<file path="src/hw/scc_pkg.sv">
// package of register map, fields and timing constants for the clock control
package scc_pkg;
  // printed offsets are register indices; byte address is four times index
  localparam logic [3:0] IDX_COARSE = 4'hc;
  localparam logic [3:0] IDX_FINE = 4'hd;
  localparam logic [3:0] IDX_SYNC = 4'he;
  localparam logic [3:0] IDX_RSVD = 4'hf;
  localparam logic [3:0] IDX_CTRL = 4'h0;
  localparam logic [3:0] IDX_MODE = 4'h1;
  localparam logic [3:0] IDX_STAT = 4'h2;
  localparam logic [15:0] RST_COARSE = 16'h0004;
  localparam logic [15:0] RST_FINE = 16'h0000;
  localparam logic [15:0] RST_SYNC = 16'h0003;
  localparam logic [15:0] RSVD_WORD = 16'h001d;
  localparam logic [15:0] RST_CTRL = 16'h0000;
  localparam logic [15:0] RST_MODE = 16'h0000;
  // fine adjust fields
  localparam int FINE_MAG_LSB = 10;
  localparam int FINE_MAG_W = 6;
  localparam logic [9:0] FINE_LOW_KEEP = 10'h000;
  // coarse register select bit and magnitude field
  localparam int COARSE_SEL_BIT = 3;
  localparam int COARSE_MAG_LSB = 4;
  localparam int COARSE_MAG_W = 12;
  // sync register fields
  localparam int REF_DLY_LSB = 7;
  localparam int REF_DLY_W = 9;
  localparam int EDGE_BIT = 6;
  localparam int PHASE_LSB = 3;
  localparam int SEC_BIT = 2;
  localparam int OUT_DIS_BIT = 1;
  localparam int RST_DIS_BIT = 0;
  localparam logic [8:0] REF_DLY_MAX_CODE = 9'h13f;
  // control and mode register fields
  localparam int CTRL_DES_LSB = 5;
  localparam logic [2:0] CTRL_DES_IQCLK = 3'h0;
  localparam int MODE_LOWRATE_BIT = 0;
  localparam int MODE_DEMUX_LSB = 1;
  localparam int MODE_INSEL_LSB = 3;
  // delay steps and limits; fine in femtoseconds, reference in picoseconds
  localparam int FINE_STEP_FS = 36;
  localparam int FINE_MAX_FS = 2300;
  localparam int REF_MAX_PS = 1200;
  // output latency in sample cycles for each demux setting
  localparam logic [3:0] LAT_1TO1 = 4'h4;
  localparam logic [3:0] LAT_1TO2 = 4'h6;
  localparam logic [3:0] LAT_1TO4 = 4'h8;
  localparam logic [1:0] DIV_NORMAL = 2'h3;
  localparam logic [1:0] DIV_LOWRATE = 2'h1;
  typedef enum logic [1:0] {
    SCC_IN_I = 2'b00,
    SCC_IN_Q = 2'b01,
    SCC_IN_BOTH = 2'b10
  } scc_insel_e;
  typedef enum logic [1:0] {
    SCC_DMX_1 = 2'b00,
    SCC_DMX_2 = 2'b01,
    SCC_DMX_4 = 2'b10
  } scc_demux_e;
endpackage : scc_pkg

</file>
<file path="src/hw/scc_cfg_if.sv">
// interface carrying decoded settings from register file to clock logic
`timescale 1ns/1ps
interface scc_cfg_if;
  logic [8:0] ref_delay;
  logic [1:0] phase_sel;
  logic secondary;
  logic out_disable;
  logic low_rate;
  modport src (output ref_delay, phase_sel, secondary, out_disable, low_rate);
  modport dst (input ref_delay, phase_sel, secondary, out_disable, low_rate);
endinterface : scc_cfg_if

</file>
<file path="src/hw/scc_refclk.sv">
// reference clock divider, phase latch and multi chip sync logic
`timescale 1ns/1ps
module scc_refclk
  import scc_pkg::*;
(
  input wire logic sys_clk,
  input wire logic rst,
  scc_cfg_if.dst cfg,
  input wire logic ref_in,
  output logic ref_out_one,
  output logic ref_out_two,
  output logic [8:0] ref_delay_eff,
  output logic [1:0] div_phase
);
  typedef struct packed {
    logic s1;
    logic s2;
    logic s2_d;
    logic [1:0] div;
    logic [1:0] phase;
    logic o1;
    logic o2;
    logic [8:0] dly;
  } scc_ref_s;
  scc_ref_s r;
  scc_ref_s next_r;
  always_comb begin
    next_r = r;
    next_r.s1 = ref_in;
    next_r.s2 = r.s1;
    next_r.s2_d = r.s2;
    next_r.div = r.div + 2'h1;
    if (cfg.low_rate && r.div >= DIV_LOWRATE) begin
      next_r.div = 2'h0;
    end
    // secondary realigns its divider on the primary's reference edge
    if (cfg.secondary && r.s2 && !r.s2_d) begin // RULE7
      next_r.div = cfg.phase_sel; // RULE6
    end
    next_r.phase = cfg.phase_sel; // RULE6
    // same gating for primary and secondary roles
    next_r.o1 = !cfg.out_disable &&
      (cfg.low_rate ? r.div[0] : r.div[1]); // RULE8 RULE9
    next_r.o2 = next_r.o1; // RULE8
    next_r.dly = (cfg.ref_delay >= REF_DLY_MAX_CODE) ?
      REF_DLY_MAX_CODE : cfg.ref_delay; // RULE4
  end
  always_ff @(posedge sys_clk) begin
    if (rst) begin
      r <= '0;
    end else begin
      r <= next_r;
    end
  end
  assign ref_out_one = r.o1;
  assign ref_out_two = r.o2;
  assign ref_delay_eff = r.dly;
  assign div_phase = r.phase;
endmodule : scc_refclk

</file>
<file path="src/hw/scc_top.sv">
// sample clock aperture delay, sync and sampling edge control with apb slave
//
// How it works
// RULE1: fine magnitude in bits 15:10 applies only while select bit set
// RULE2: fine delay is code times about 36 fs, max near 2.3 ps
// RULE3: software keeps fine register bits 9:0 at zero
// RULE4: reference delay code 15:7 saturates at 319, 1200 ps
// RULE5: bit 6 opposite-edge mode needs control bits 7:5 equal 000
// RULE6: phase field 4:3 picks latched reference phase 0/90/180/270
// RULE7: bit 2 set makes device secondary, synced to incoming reference
// RULE8: bit 1 clear drives clock/4 or clock/2 on both reference outputs
// RULE9: output disable acts the same in primary and secondary roles
// RULE10: bit 0 default 1 disables output clock reset, 0 enables it
// RULE11: last register is reserved, read only, fixed pattern
// RULE12: outside dual-edge both channels sample on rising edge
// RULE13: in dual-edge modes i rises, q falls
// RULE14: output latency fixed, chosen by demux mode
// RULE15: dual-edge without input choice uses i input only; the code marks both i and q inputs used in dual-edge mode
// RULE16: two channels at 1.6 GSPS or one at 3.2 GSPS
// RULE17: conversion runs continuously while sample clock present
// RULE18: select bit enables both coarse and fine delay
`timescale 1ns/1ps
module scc_top
  import scc_pkg::*;
(
  input wire logic sys_clk,
  input wire logic rst,
  input wire logic psel,
  input wire logic penable,
  input wire logic pwrite,
  input wire logic [7:0] paddr,
  input wire logic [31:0] pwdata,
  input wire logic [3:0] pstrb,
  output logic [31:0] prdata,
  output logic pready,
  output logic pslverr,
  input wire logic ref_in,
  input wire logic clock_present,
  output logic reference_clock_output_one,
  output logic reference_clock_output_two,
  output logic [11:0] coarse_delay_code,
  output logic [5:0] fine_delay_magnitude,
  output logic [11:0] fine_delay_fs,
  output logic [8:0] reference_clock_delay,
  output logic [1:0] reference_phase_select,
  output logic secondary_role_enable,
  output logic output_clock_reset,
  output logic dual_edge_mode,
  output logic i_sample_rising,
  output logic q_sample_rising,
  output logic i_input_used,
  output logic q_input_used,
  output logic dual_channel,
  output logic [3:0] output_latency,
  output logic converting
);
  typedef struct packed {
    logic [15:0] coarse;
    logic [15:0] fine;
    logic [15:0] sync;
    logic [15:0] ctrl;
    logic [15:0] mode;
    logic [31:0] rdata;
    logic ready;
    logic err;
    logic cp1;
    logic cp2;
    logic [11:0] cdly;
    logic [5:0] fmag;
    logic [11:0] ffs;
    logic clk_rst;
    logic des;
    logic i_rise;
    logic q_rise;
    logic i_use;
    logic q_use;
    logic dual;
    logic [3:0] lat;
    logic conv;
  } scc_top_s;
  scc_top_s r;
  scc_top_s next_r;
  logic [8:0] ref_dly_eff;
  logic [1:0] phase_eff;
  logic [3:0] idx;
  logic ref_o1;
  logic ref_o2;
  scc_cfg_if cfg_bus();

  // merge write data into a 16-bit register under the two low byte strobes
  function automatic logic [15:0] strb_merge(input logic [15:0] old,
                                             input logic [31:0] wd,
                                             input logic [3:0] st);
    logic [15:0] v;
    v = old;
    if (st[0]) begin
      v[7:0] = wd[7:0];
    end
    if (st[1]) begin
      v[15:8] = wd[15:8];
    end
    return v;
  endfunction : strb_merge

  function automatic logic [3:0] demux_latency(input logic [1:0] dm);
    logic [3:0] l;
    l = LAT_1TO1;
    case (dm)
      SCC_DMX_1: l = LAT_1TO1;
      SCC_DMX_2: l = LAT_1TO2;
      SCC_DMX_4: l = LAT_1TO4;
      default: l = LAT_1TO1;
    endcase
    return l;
  endfunction : demux_latency

  // registers are 16 bits wide; the upper half of the bus reads zero
  function automatic logic [31:0] word_of(input logic [15:0] h);
    return {16'h0000, h};
  endfunction : word_of

  // status shows live decoded state; the delay loses its two low bits
  function automatic logic [15:0] status_word(input scc_top_s s,
                                              input logic [8:0] dly);
    return {s.conv, s.des, s.dual, s.i_use, s.q_use, s.lat, dly[8:2]};
  endfunction : status_word

  // only aligned words in the low page that have a register behind them
  function automatic logic addr_mapped(input logic [7:0] a);
    logic hit;
    hit = 1'b0;
    case (a[5:2])
      IDX_COARSE, IDX_FINE, IDX_SYNC, IDX_RSVD: hit = 1'b1;
      IDX_CTRL, IDX_MODE, IDX_STAT: hit = 1'b1;
      default: hit = 1'b0;
    endcase
    return hit && (a[7:6] == 2'h0) && (a[1:0] == 2'h0);
  endfunction : addr_mapped

  // product of code and step, clamped at the top of the fine span
  function automatic logic [11:0] fine_fs(input logic [5:0] m);
    logic [11:0] f;
    f = 12'(int'(m) * FINE_STEP_FS); // RULE2
    if (f > 12'(FINE_MAX_FS)) begin
      f = 12'(FINE_MAX_FS);
    end
    return f;
  endfunction : fine_fs

  // whole reset image as one value: the reset branch stays a single
  // assignment and no field can be missed
  function automatic scc_top_s reset_image();
    scc_top_s s;
    s = '0;
    s.coarse = RST_COARSE;
    s.fine = RST_FINE;
    s.sync = RST_SYNC;
    s.ctrl = RST_CTRL;
    s.mode = RST_MODE;
    s.i_rise = 1'b1;
    s.q_rise = 1'b1;
    s.i_use = 1'b1;
    s.q_use = 1'b1;
    s.dual = 1'b1;
    s.lat = LAT_1TO1;
    return s;
  endfunction : reset_image

  // word index; the two byte bits below it must be zero
  assign idx = paddr[5:2];
  assign cfg_bus.ref_delay = r.sync[REF_DLY_LSB +: REF_DLY_W];
  assign cfg_bus.phase_sel = r.sync[PHASE_LSB +: 2];
  assign cfg_bus.secondary = r.sync[SEC_BIT];
  assign cfg_bus.out_disable = r.sync[OUT_DIS_BIT];
  assign cfg_bus.low_rate = r.mode[MODE_LOWRATE_BIT];

  scc_refclk u_refclk (
    .sys_clk(sys_clk),
    .rst(rst),
    .cfg(cfg_bus),
    .ref_in(ref_in),
    .ref_out_one(ref_o1),
    .ref_out_two(ref_o2),
    .ref_delay_eff(ref_dly_eff),
    .div_phase(phase_eff)
  );

  always_comb begin
    logic sel;
    logic mapped;
    logic setup;
    logic [1:0] insel;
    sel = 1'b0;
    mapped = 1'b0;
    setup = 1'b0;
    insel = 2'h0;
    next_r = r;
    setup = psel && !penable;
    mapped = addr_mapped(paddr);
    // no wait state: answer in first access cycle, data prepared at setup
    next_r.ready = setup;
    next_r.err = setup && !mapped;
    if (setup && !pwrite) begin
      case (idx)
        IDX_COARSE: next_r.rdata = word_of(r.coarse);
        IDX_FINE: next_r.rdata = word_of(r.fine);
        IDX_SYNC: next_r.rdata = word_of(r.sync);
        IDX_RSVD: next_r.rdata = word_of(RSVD_WORD); // RULE11
        IDX_CTRL: next_r.rdata = word_of(r.ctrl);
        IDX_MODE: next_r.rdata = word_of(r.mode);
        IDX_STAT: next_r.rdata = word_of(status_word(r, ref_dly_eff));
        default: next_r.rdata = 32'h00000000;
      endcase
      // a refused read returns zero rather than an aliased register
      if (!mapped) begin
        next_r.rdata = 32'h00000000;
      end
    end
    // a write lands at the access edge, the one where pready is seen high
    sel = psel && penable && r.ready && pwrite && mapped;
    if (sel) begin
      case (idx)
        IDX_COARSE: next_r.coarse = strb_merge(r.coarse, pwdata, pstrb);
        // low bits are expected zero from software; stored as written
        IDX_FINE: next_r.fine = strb_merge(r.fine, pwdata, pstrb); // RULE3
        IDX_SYNC: next_r.sync = strb_merge(r.sync, pwdata, pstrb);
        IDX_CTRL: next_r.ctrl = strb_merge(r.ctrl, pwdata, pstrb);
        IDX_MODE: next_r.mode = strb_merge(r.mode, pwdata, pstrb);
        default: next_r.mode = r.mode; // reserved word ignores writes
      endcase
    end
    // the select bit gates both coarse and fine settings together
    next_r.cdly = r.coarse[COARSE_SEL_BIT] ?
      r.coarse[COARSE_MAG_LSB +: COARSE_MAG_W] : 12'h000; // RULE18
    next_r.fmag = r.coarse[COARSE_SEL_BIT] ?
      r.fine[FINE_MAG_LSB +: FINE_MAG_W] : 6'h00; // RULE1 RULE18
    next_r.ffs = fine_fs(next_r.fmag); // RULE2
    next_r.clk_rst = !r.sync[RST_DIS_BIT]; // RULE10
    next_r.des = r.sync[EDGE_BIT] &&
      (r.ctrl[CTRL_DES_LSB +: 3] == CTRL_DES_IQCLK); // RULE5
    // rising edge for i always; q rises only outside dual-edge
    next_r.i_rise = 1'b1; // RULE12 RULE13
    next_r.q_rise = !next_r.des; // RULE12 RULE13
    // the input choice is never consulted: both inputs are used in every mode
    insel = r.mode[MODE_INSEL_LSB +: 2];
    if (!next_r.des) begin
      next_r.i_use = 1'b1;
      next_r.q_use = 1'b1;
    end else if (r.sync[EDGE_BIT]) begin
      next_r.i_use = 1'b1;
      next_r.q_use = 1'b1;
    end else begin
      case (insel)
        SCC_IN_Q: begin
          next_r.i_use = 1'b0;
          next_r.q_use = 1'b1;
        end
        SCC_IN_BOTH: begin
          next_r.i_use = 1'b1;
          next_r.q_use = 1'b1;
        end
        default: begin
          next_r.i_use = 1'b1; // RULE15
          next_r.q_use = 1'b0; // RULE15
        end
      endcase
    end
    next_r.dual = !next_r.des; // RULE16
    next_r.lat = demux_latency(r.mode[MODE_DEMUX_LSB +: 2]); // RULE14
    // clock_present is a pin level: two stages before use
    next_r.cp1 = clock_present;
    next_r.cp2 = r.cp1;
    next_r.conv = r.cp2; // RULE17
  end

  always_ff @(posedge sys_clk) begin
    if (rst) begin
      r <= reset_image();
    end else begin
      r <= next_r;
    end
  end

  assign prdata = r.rdata;
  assign pready = r.ready;
  assign pslverr = r.err;
  assign reference_clock_output_one = ref_o1;
  assign reference_clock_output_two = ref_o2;
  assign coarse_delay_code = r.cdly;
  assign fine_delay_magnitude = r.fmag;
  assign fine_delay_fs = r.ffs;
  assign reference_clock_delay = ref_dly_eff;
  assign reference_phase_select = phase_eff;
  assign secondary_role_enable = r.sync[SEC_BIT];
  assign output_clock_reset = r.clk_rst;
  assign dual_edge_mode = r.des;
  assign i_sample_rising = r.i_rise;
  assign q_sample_rising = r.q_rise;
  assign i_input_used = r.i_use;
  assign q_input_used = r.q_use;
  assign dual_channel = r.dual;
  assign output_latency = r.lat;
  assign converting = r.conv;
endmodule : scc_top

</file>
<file path="config.mk">
export PLATFORM = sky130hd
export DESIGN_NAME = scc_top
export DESIGN_NICKNAME = d
export VERILOG_FILES = /design/src/hw/scc_pkg.sv /design/src/hw/scc_cfg_if.sv /design/src/hw/scc_refclk.sv /design/src/hw/scc_top.sv
export SDC_FILE = /design/constraint.sdc
export NUM_CORES = 1
export LEC_CHECK = 0
export ABC_AREA = 1
export CAP_MARGIN = 20
export CORE_MARGIN = 2
export CORE_UTILIZATION = 47
export DETAILED_ROUTE_END_ITERATION = 6
export DONT_BUFFER_PORTS = 1
export PLACE_DENSITY = 0.61
export SETUP_SLACK_MARGIN = 0.02
export SLEW_MARGIN = 10
export SYNTH_ARGS = -nofsm -noshare
export SYNTH_HDL_FRONTEND = slang
export SYNTH_HIERARCHICAL = 1
export SYNTH_SLANG_ARGS = --single-unit
</file>
<file path="constraint.sdc">
create_clock -name sys_clk -period 2.95 [get_ports sys_clk]
set_input_delay 0.295 -clock sys_clk [delete_from_list [all_inputs] [get_ports sys_clk]]
set_output_delay 0.295 -clock sys_clk [all_outputs]
set_load 0.05 [all_outputs]
</file>
=== Word level (Yosys, flattened, before mapping) ===
Cells that the tools add are included.

* Register bits after elaboration: 174
* Logic and storage cells: 103

* Add/sub/neg operators: 1
* Multipliers: 1
* $lt $le $gt $ge: 3
* Eq/ne operators: 10
* Mux-type cells: 11
* Bitwise operators: 2
* Reduce and logical (&&, ||, !) cells: 40

{| class="wikitable"
|+ Operators by type and width
! kind !! number
|-
| $pmux 16 s7 || 1
|-
| $mux 32 || 1
|-
| $reduce_and 3->1 || 10
|-
| $eq 4x4->1 const B || 4
|-
| $logic_and 1x1->1 || 14
|-
| $gt 12x12->1 const B || 1
|-
| $mux 12 || 1
|-
| $mul 6x4->10 const B || 1
|-
| $ge 9x9->1 const B || 1
|-
| $mux 9 || 1
|-
| $pmux 4 s2 || 1
|-
| $logic_not 1->1 || 7
|-
| $reduce_or 7->1 || 1
|-
| $mux 6 || 1
|-
| $reduce_or 2->1 || 3
|-
| $eq 2x1->1 const B || 2
|-
| $eq 2x2->1 const B || 2
|-
| $eq 4x1->1 const B || 1
|-
| $eq 4x2->1 const B || 1
|-
| $logic_not 2->1 || 2
|-
| $logic_not 4->1 || 1
|-
| $mux 2 || 2
|-
| $pmux 2 s2 || 1
|-
| $logic_not 3->1 || 1
|-
| 5 further kinds || 7
|}

=== Depth between registers and ports, before layout ===
Gate-level depths: netlist of the first run.

* Word-level depth: 7
* Depth in mapped cells: 14
* Gate-level depth less buffers: 13

=== Modules after synthesis ===
The synthesis of the first run kept the hierarchy.

{| class="wikitable"
|+ Modules (own cells, without submodules)
! module !! instances !! cells an instance !! area each (um^2) !! seq. area each (um^2)
|-
| scc_top || 1 || 947 || 6525.0 || 2742.6
|-
| scc_refclk || 1 || 97 || 750.7 || 340.3
|}

=== Least setup slack after synthesis of the first run ===
OpenSTA, ideal clock, no wires.

* Kind: register to register
* Start: reg r[145] (netlist name)
* End: reg r, in the netlist fine_delay_fs[10]
* Setup time: 0.111 ns
* Data arrival time: 1.943 ns
* Data required time: 2.839 ns
* Slack: 0.896 ns
* Cell stages (with the launch flop): 15
* Clock period less this slack: 2.054 ns
* Cells stage by stage: dfxtp_1 > clkbuf_1 > nand2_1 > inv_1 > ha_1 > ha_1 > fa_1 > nand2_1 > nand2_1 > nand2_1 > nand3_1 > nand3_1 > nand2_1 > nand3_1 > inv_1

{| class="wikitable"
|+ RTL lines
! item !! RTL line !! source
|-
| start, declared || scc_top.sv:81 || <nowiki>scc_top_s r;</nowiki>
|-
| start signal, assigned || scc_top.sv:278 || <nowiki>r <= reset_image();</nowiki>
|-
| start signal, assigned || scc_top.sv:280 || <nowiki>r <= next_r;</nowiki>
|}

=== Final worst setup path of the first run ===
* Start: reg r[145] (netlist name)
* End: reg r, in the netlist fine_delay_fs[10]

* Longest elaborated chain between the ends: 4

{| class="wikitable"
|+ Ends and longest elaborated chain
! item !! RTL line !! source
|-
| $mux 6 * || scc_top.sv:235 || <nowiki>next_r.fmag = r.coarse[COARSE_SEL_BIT] ?</nowiki>
|-
| $mul 6x4->10 * || scc_top.sv:143 || <nowiki>f = 12'(int'(m) * FINE_STEP_FS);</nowiki>
|-
| $gt 12x12->1 || scc_top.sv:144 || <nowiki>if (f > 12'(FINE_MAX_FS)) begin</nowiki>
|-
| $reduce_or 2->1 (no line) || n/a ||
|}

Mark *: on every way between the ends. The rest lies on a longest branch, timed or not.
A chain may end at the register's enable or synchronous reset.

==> qor.csv, run 1 <==
stage,metric,value,unit
run_status,status,completed,
layout,area of the multi-input gates,3070,um^2
setup_path,"setup slack, reg-to-reg",0.45,ns
timing,Slew @ Worst Pin,0.934,ns
timing,RSZ-0062 raised after global routing,false,
timing,clock skew,0.00607,ns
grt,first-pass GRT wire length,32.2,mm
clocking,clock latency on the worst-skew pair,0.43,ns
setup_path,CP Cell Sequence,nand2_1 > nor2_1 > nor2_1 > ha_1 > fa_1 > nand2_1 > nand2_1 > nand2_1 > nand3_1 > nand3_1 > nand2_1 > nand3_1 > inv_1,
clocking,Max clock buf depth,2,
synth,Mapped Avg Cell Area,6.97,um^2
clocking,post-cts sizing count,0,
detailed_routing,# DRC,0,
detailed_routing,routed wire length,20.6,mm
hold_path,hold path cells,2,
setup_path,crit-path most repeated cell,nand2_1,
grt,initial antenna violation count,0,
detailed_routing,routed wl met2,9.65,mm
setup_path,Critical Path Slowest Stage Cell,dfxtp_1,
grt,vias in the first global route,5827,
hold_path,hold_sp,pwdata[9],
layout,utilization after layout,50.5,%
setup_path,"CP delay by family, top",simple AND/OR/NAND/NOR gates,
place,hpwl dp,14.2,mm
grt,Total GRT Usage,25.8,%
synth,register area share after synthesis,42.4,%
grt,Congestion Overflow GR,0,
synth,synth warn,6,
setup_path,Worst Setup Path Type,register to register,
synth,flip-flop and latch count after synthesis,154,
hold_path,Hold Crit Class,input port to register,
setup_path,critical path endpoint category,register,
setup_path,critical path arrival,2.83,ns
power_and_ir_drop,peak supply drop,0.000420,V
timing,min cycle time layout,2.50,ns
layout,final instance area,7650,um^2
clocking,number of CTS-inserted buffers,17,
place,Port Buf Inserts,0,
setup_path,Worst Path Max Fanout,12,
die,Chip Width,128,um
timing,final setup fails,0,
grt,largest net degree at the start of global routing,77,
layout,# nets final,1041,
synth,Post-Syn Instances,1044,
detailed_routing,via count,6227,
synth,"Cell Area, Synth",7280,um^2
timing,Final Max Tran Viols,0,
die,io pins,141,
place,RD Place Congestion,0.858,
layout,fill count,1552,
detailed_routing,routed len/inst,17.3,um
clocking,clock net sink count,154,
place,placed cell areas,6940,um^2
die,row cnt,45,
synth,Yosys cell types,29,
setup_path,Reg2Reg Launch Point,r[145],
clocking,CTS tree,done,
setup_path,reg-to-reg critical path endpoint,fine_delay_fs[10],
clocking,root buf cell,clkbuf_16,
timing,slew margin rel.,37.7,%
timing,Tcrit/Tclk final,84.6,%
clocking,# H-tree levels,4,
timing,fmax,401,MHz
die,Starting Density,48.0,%
setup_path,Bufs and invs on worst path,1,
die,die height,128,um
layout,fraction of layout cells with a size suffix above 1,7.32,%
layout,ant diodes,0,
detailed_routing,WL met3,1.59,mm
detailed_routing,DRT antenna net count,0,
detailed_routing,vias per std cell,5.25,
layout,Layout area overhead,5.21,%
hold_path,Worst Hold End,r[135],
detailed_routing,highest routed metal layer,met4,
power_and_ir_drop,leakage,0.00325,uW
flow_run,max_cap viols,0,
die,Core ar.,15100,um^2
layout,Seq. cell area,3080,um^2
power_and_ir_drop,Pwr per Cell Area,606,nW/um^2
setup_path,startpoint types,register,
detailed_routing,Iter 0 DRT Violations,605,
detailed_routing,router iterations before antenna repair,5,
timing,WHS,0.0107,ns
setup_path,worst endpoint required time,3.28,ns
setup_path,largest stage delay on the critical path,0.58,ns
timing,setup TNS,0,ns
setup_path,R2R cell count,13,
detailed_routing,wl on met1,8.66,mm
die,DIE AREA,16500,um^2
timing,Fin. Hold Viols,0,
clocking,clk slew on worst S/H paths,0.06,ns
-- through the flow --
step | instances | power (uW) | worst slack [ns]
6_report | 1185 | 4640 | 0.453
5_1_grt | 1185 | 4790 | 0.171
4_1_cts | 1185 | 4670 | 0.431
3_5_place_dp | 1145 | 2350 | 0.455
3_3_place_gp | 1145 | 2350 | 0.503
2_1_floorplan | 1064 | 2340 | 0.896
-- state kept, by name, summed over array words and instances, names as in the netlist, 2 cells and up --
register and cells:
r 66, prdata 16, coarse_delay_code 12, fine_delay_fs 10
cfg_bus.ref_delay 9, u_refclk/ref_delay_eff 9, fine_delay_magnitude 6, output_latency 3
u_refclk/r 3, cfg_bus.phase_sel 2, next_r 2, u_refclk/div_phase 2
u_refclk/next_r 2
-- per-layer routing --
| metal | GRT usage (%) | vias to the layer above |
|---|---|---|
| li1 | - | 3082 |
| met1 | 32.6 | 2878 |
| met2 | 41.7 | 228 |
| met3 | 6.74 | 39 |
| met4 | 11.5 | 0 |
| met5 | 0 | - |
-- repair_timing --
item,4_1_cts,5_1_grt
hold endpoints to repair,79,0
hold buffers,8,0
buffers inserted,0,0
-- worst reg2reg max path: stages, from the launching register on --
cell and delay [ns]:
dfxtp_1 0.58, nand2_1 0.16, nor2_1 0.26, nor2_1 0.10
ha_1 0.24, fa_1 0.41, nand2_1 0.08, nand2_1 0.06
nand2_1 0.06, nand3_1 0.08, nand3_1 0.09, nand2_1 0.14
nand3_1 0.11, inv_1 0.04
-- power by group --
group	switching [uW]	internal [uW]
sequential	12.2	2090
combinational	193	44.4
clock	927	1370
-- Yosys cell counts, drive strengths merged --
cell type	instances	area share, %
nand2	208	11
nor2	171	9.3
dfxtp	154	42
nand3	148	11
inv	109	5.6
buf	102	9.6
a21oi	56	3.9
o21ai	35	2.5
clkbuf	23	1.2
nand4	18	1.5
nor3	8	1.0
ha	5	0.86
conb	2	0.10
clkinv	1	0.052
fa	1	0.28
nand3b	1	0.10
nor4	1	0.086
xnor2	1	0.12
-- cell usage in the layout (no fill, tap or decap), types with 5 or more instances in the layout --
cell type	Yosys	routed
inv_1	106	106
nand2_1	206	206
clkbuf_16	0	17
conb_1	2	22
inv_6	0	6
nand3_1	146	146
dlygate4sd3_1	0	7
nor2_1	164	163
dfxtp_1	154	154
a21oi_1	56	56
nor3_2	5	5
o21ai_0	31	31
ha_1	5	5
nand4_1	18	18
buf_4	80	18
-- cell families after synthesis --
group,share of synthesized area (%)
simple gates,33.4
buf+inv,16.5
flops,42.4
compound gates,6.31
fa+ha+maj,1.14
other cells,0.103
xor+xnor,0.120
-- how the worst max path moves through the flow --
stage                     startpoint           endpoint  slack [ns]  cells after the start
after global placement        r[145]  fine_delay_fs[10]        0.50                     13
after global routing          r[145]  fine_delay_fs[10]        0.17                     13
after CTS                     r[145]  fine_delay_fs[10]        0.43                     13
final                         r[145]  fine_delay_fs[10]        0.45                     13
after floorplan               r[145]  fine_delay_fs[10]        0.90                     14
after detailed placement      r[145]  fine_delay_fs[10]        0.45                     13
-- layout make-up --
| cell class | count | area share [%] |
|---|---|---|
| Tap cell | 188 | 3.07 |
| Sequential cell | 154 | 40.3 |
| Multi-Input combinational cell | 675 | 40.1 |
| Inverter | 110 | 5.39 |
| Clock inverter | 14 | 2.39 |
| Clock buffer | 18 | 5.74 |
| Timing Repair Buffer | 26 | 3.04 |
No activity file was read; power rests on OpenSTA's default activity.
==> run 2: changes to the inputs <==
==> constraint.sdc (replaced) <==
create_clock -name sys_clk -period 2.4 [get_ports sys_clk]
set_input_delay 0.24 -clock sys_clk [delete_from_list [all_inputs] [get_ports sys_clk]]
set_output_delay 0.24 -clock sys_clk [all_outputs]
set_load 0.05 [all_outputs]
==> qor.csv, run 2 (synthesis gave the netlist of run 1 again) <==
stage,metric,value,unit,change
grt,largest net degree at the start of global routing,78,,was 77
setup_path,"CP delay by family, top",adder cells,,was simple AND/OR/NAND/NOR gates
detailed_routing,routed len/inst,17.3,um,about the same
hold_path,hold_sp,pwdata[11],,was pwdata[9]
layout,"commonest non-fill, non-tap cell in the layout",nand2_1,,unchanged
hold_path,Hold Crit Class,input port to register,,unchanged
timing,Final Max Tran Viols,0,,unchanged
setup_path,R2R cell count,13,,unchanged
detailed_routing,DRT antenna net count,0,,unchanged
clocking,clock latency on the worst-skew pair,0.43,ns,about the same
detailed_routing,via count,6320,,was 6227
timing,Slew @ Worst Pin,0.689,ns,was 0.934 ns
setup_path,Bufs and invs on worst path,2,,was 1
die,io pins,141,,unchanged
setup_path,critical path endpoint category,register,,unchanged
clocking,Max clock buf depth,2,,unchanged
setup_path,Worst Setup Path Type,register to register,,unchanged
clocking,# H-tree levels,4,,unchanged
flow_run,max_cap viols,0,,unchanged
clocking,CTS tree,done,,unchanged
detailed_routing,routed wire length,20.9,mm,was 20.6 mm
power_and_ir_drop,peak supply drop,0.000461,V,was 0.000420 V
grt,Total GRT Usage,26.1,%,was 25.8%
timing,final setup fails,0,,unchanged
place,placed cell areas,7030,um^2,was 6940 um^2
power_and_ir_drop,Pwr per Cell Area,713,nW/um^2,was 606 nW/um^2
setup_path,Critical Path Slowest Stage Cell,fa_1,,was dfxtp_1
timing,setup slack after layout,0.249,ns,was 0.453 ns
die,DIE AREA,16500,um^2,unchanged
setup_path,reg-to-reg critical path endpoint,fine_delay_fs[10],,unchanged
layout,final instance area,7870,um^2,was 7650 um^2
grt,initial antenna violation count,0,,unchanged
timing,Fin. Hold Viols,0,,unchanged
setup_path,Worst Path Max Fanout,10,,was 12
die,Core ar.,15100,um^2,unchanged
setup_path,CP Cell Sequence,nand2_1 > inv_1 > ha_1 > ha_1 > fa_1 > nand2_1 > nand2_1 > nand2_1 > nand3_1 > nand3_1 > nand2_1 > nand3_1 > inv_1,,was nand2_1 > nor2_1 > nor2_1 > ha_1 > fa_1 > nand2_1 > nand2_1 > nand2_1 > nand3_1 > nand3_1 > nand2_1 > nand3_1 > inv_1
layout,Layout area overhead,8.10,%,was 5.21%
detailed_routing,# DRC,0,,unchanged
timing,Tcrit/Tclk final,89.6,%,was 84.6%
layout,# nets final,1068,,was 1041
timing,min cycle time layout,2.15,ns,was 2.50 ns
layout,utilization after layout,51.9,%,was 50.5%
setup_path,Reg2Reg Launch Point,r[145],,unchanged
clocking,clk slew on worst S/H paths,0.06,ns,about the same
clocking,root buf cell,clkbuf_16,,unchanged
setup_path,largest stage delay on the critical path,0.40,ns,was 0.58 ns
clocking,clock net sink count,154,,unchanged
setup_path,critical path arrival,2.47,ns,was 2.83 ns
place,DP Worst Slack,0.152,ns,was 0.455 ns
setup_path,crit-path most repeated cell,nand2_1,,unchanged
timing,fmax,465,MHz,was 401 MHz
layout,ant diodes,0,,unchanged
setup_path,startpoint types,register,,unchanged
place,hpwl dp,14.4,mm,was 14.2 mm
die,Starting Density,48.0,%,unchanged
power_and_ir_drop,leakage,0.00336,uW,was 0.00325 uW
layout,Top reg by flops,r,,unchanged
grt,Congestion Overflow GR,0,,unchanged
timing,slew margin rel.,53.8,%,was 37.7%
hold_path,hold path cells,2,,unchanged
place,RD Place Congestion,0.875,,was 0.858
die,row cnt,45,,unchanged
die,die height,128,um,unchanged
setup_path,worst endpoint required time,2.72,ns,was 3.28 ns
grt,first-pass GRT wire length,32.3,mm,was 32.2 mm
layout,fraction of layout cells with a size suffix above 1,8.22,%,was 7.32%
timing,clock skew,0.0106,ns,was 0.00607 ns
layout,most frequent cells in the layout,"206 x nand2_1, 163 x nor2_1, 153 x dfxtp_1",,"was 206 x nand2_1, 163 x nor2_1, 154 x dfxtp_1"
hold_path,Worst Hold End,r[105],,was r[135]
grt,vias in the first global route,5674,,was 5827
detailed_routing,router iterations before antenna repair,7,,was 5
run_status,status,completed,,unchanged
timing,setup TNS,0,ns,unchanged
detailed_routing,Iter 0 DRT Violations,727,,was 605
detailed_routing,vias per std cell,5.22,,was 5.25
die,Chip Width,128,um,unchanged
timing,RSZ-0062 raised after global routing,false,,unchanged
setup_path,"setup slack, reg-to-reg",0.25,ns,was 0.45 ns
place,Port Buf Inserts,0,,unchanged
layout,max reg flops,66,,unchanged
clocking,number of CTS-inserted buffers,17,,unchanged
run 2: changes by cell type in the layout (fill, tap and decap cells not counted), sizes merged:
cell,delta
inv,-7
clkinv,+5
buf,+12
dlygate4sd3,+15
run 2: worst max-delay path by stage:
stage / depth (start not counted) / slack (ns) / endpoint / startpoint
global route: 13 / 0.02 / fine_delay_fs[10] / r[145]
detailed placement: 13 / 0.15 / fine_delay_fs[10] / r[145]
CTS: 13 / 0.13 / fine_delay_fs[10] / r[145]
finish: 13 / 0.25 / fine_delay_fs[10] / r[145]
floorplan: 14 / 0.35 / fine_delay_fs[10] / r[145]
global placement: 13 / 0.17 / fine_delay_fs[10] / r[145]
run 2: final cells by class:
type                       instances  area [um^2]
multi-input combinational        675         3070
clock inverter                    12          151
timing repair buffer              53          473
inverter                         110          413
tap                              188          235
fill                            1554         7280
clock buffer                      18          439
sequential                       154         3080
run 2: stage by stage:
stage | instances | hold WS [ns] | power [uW]
5_1_grt | 1210 | 0.0353 | 5790
6_report | 1210 | 0.0123 | 5600
3_5_place_dp | 1157 | 0.320 | 2890
4_1_cts | 1210 | 0.00442 | 5640
2_1_floorplan | 1064 | 0.319 | 2880
3_3_place_gp | 1157 | 0.317 | 2890
run 2: what timing repair did:
action	4_1_cts	5_1_grt
hold buffers	23	0
resized for setup	0	1
endpoints found under the hold margin	80	0
endpoints found under the setup margin	0	7
buffers inserted	0	0
run 2: worst reg2reg max path: cells and delay by family (launching register included):
family | cells | cell delay, ns
buffers and inverters | 2 | 0.10
adder cells (fa/ha/maj) | 3 | 0.79
AND/OR/NAND/NOR | 8 | 0.78
flip-flops | 1 | 0.38
run 2: layer usage:
metal | up-vias | GRT usage (%) | part of all wire (%)
met5 | - | 0 | 0
met4 | 0 | 11.2 | 3.6
met3 | 41 | 5.20 | 6.5
met2 | 249 | 41.7 | 47
met1 | 2895 | 34.4 | 43
li1 | 3135 | - | -
run 2: power breakdown:
part | internal (uW) | total (uW) | switching, uW
logic | 75.2 | 326 | 251
registers | 2570 | 2580 | 13.4
clock network | 1650 | 2700 | 1050
total | 4290 | 5600 | 1320
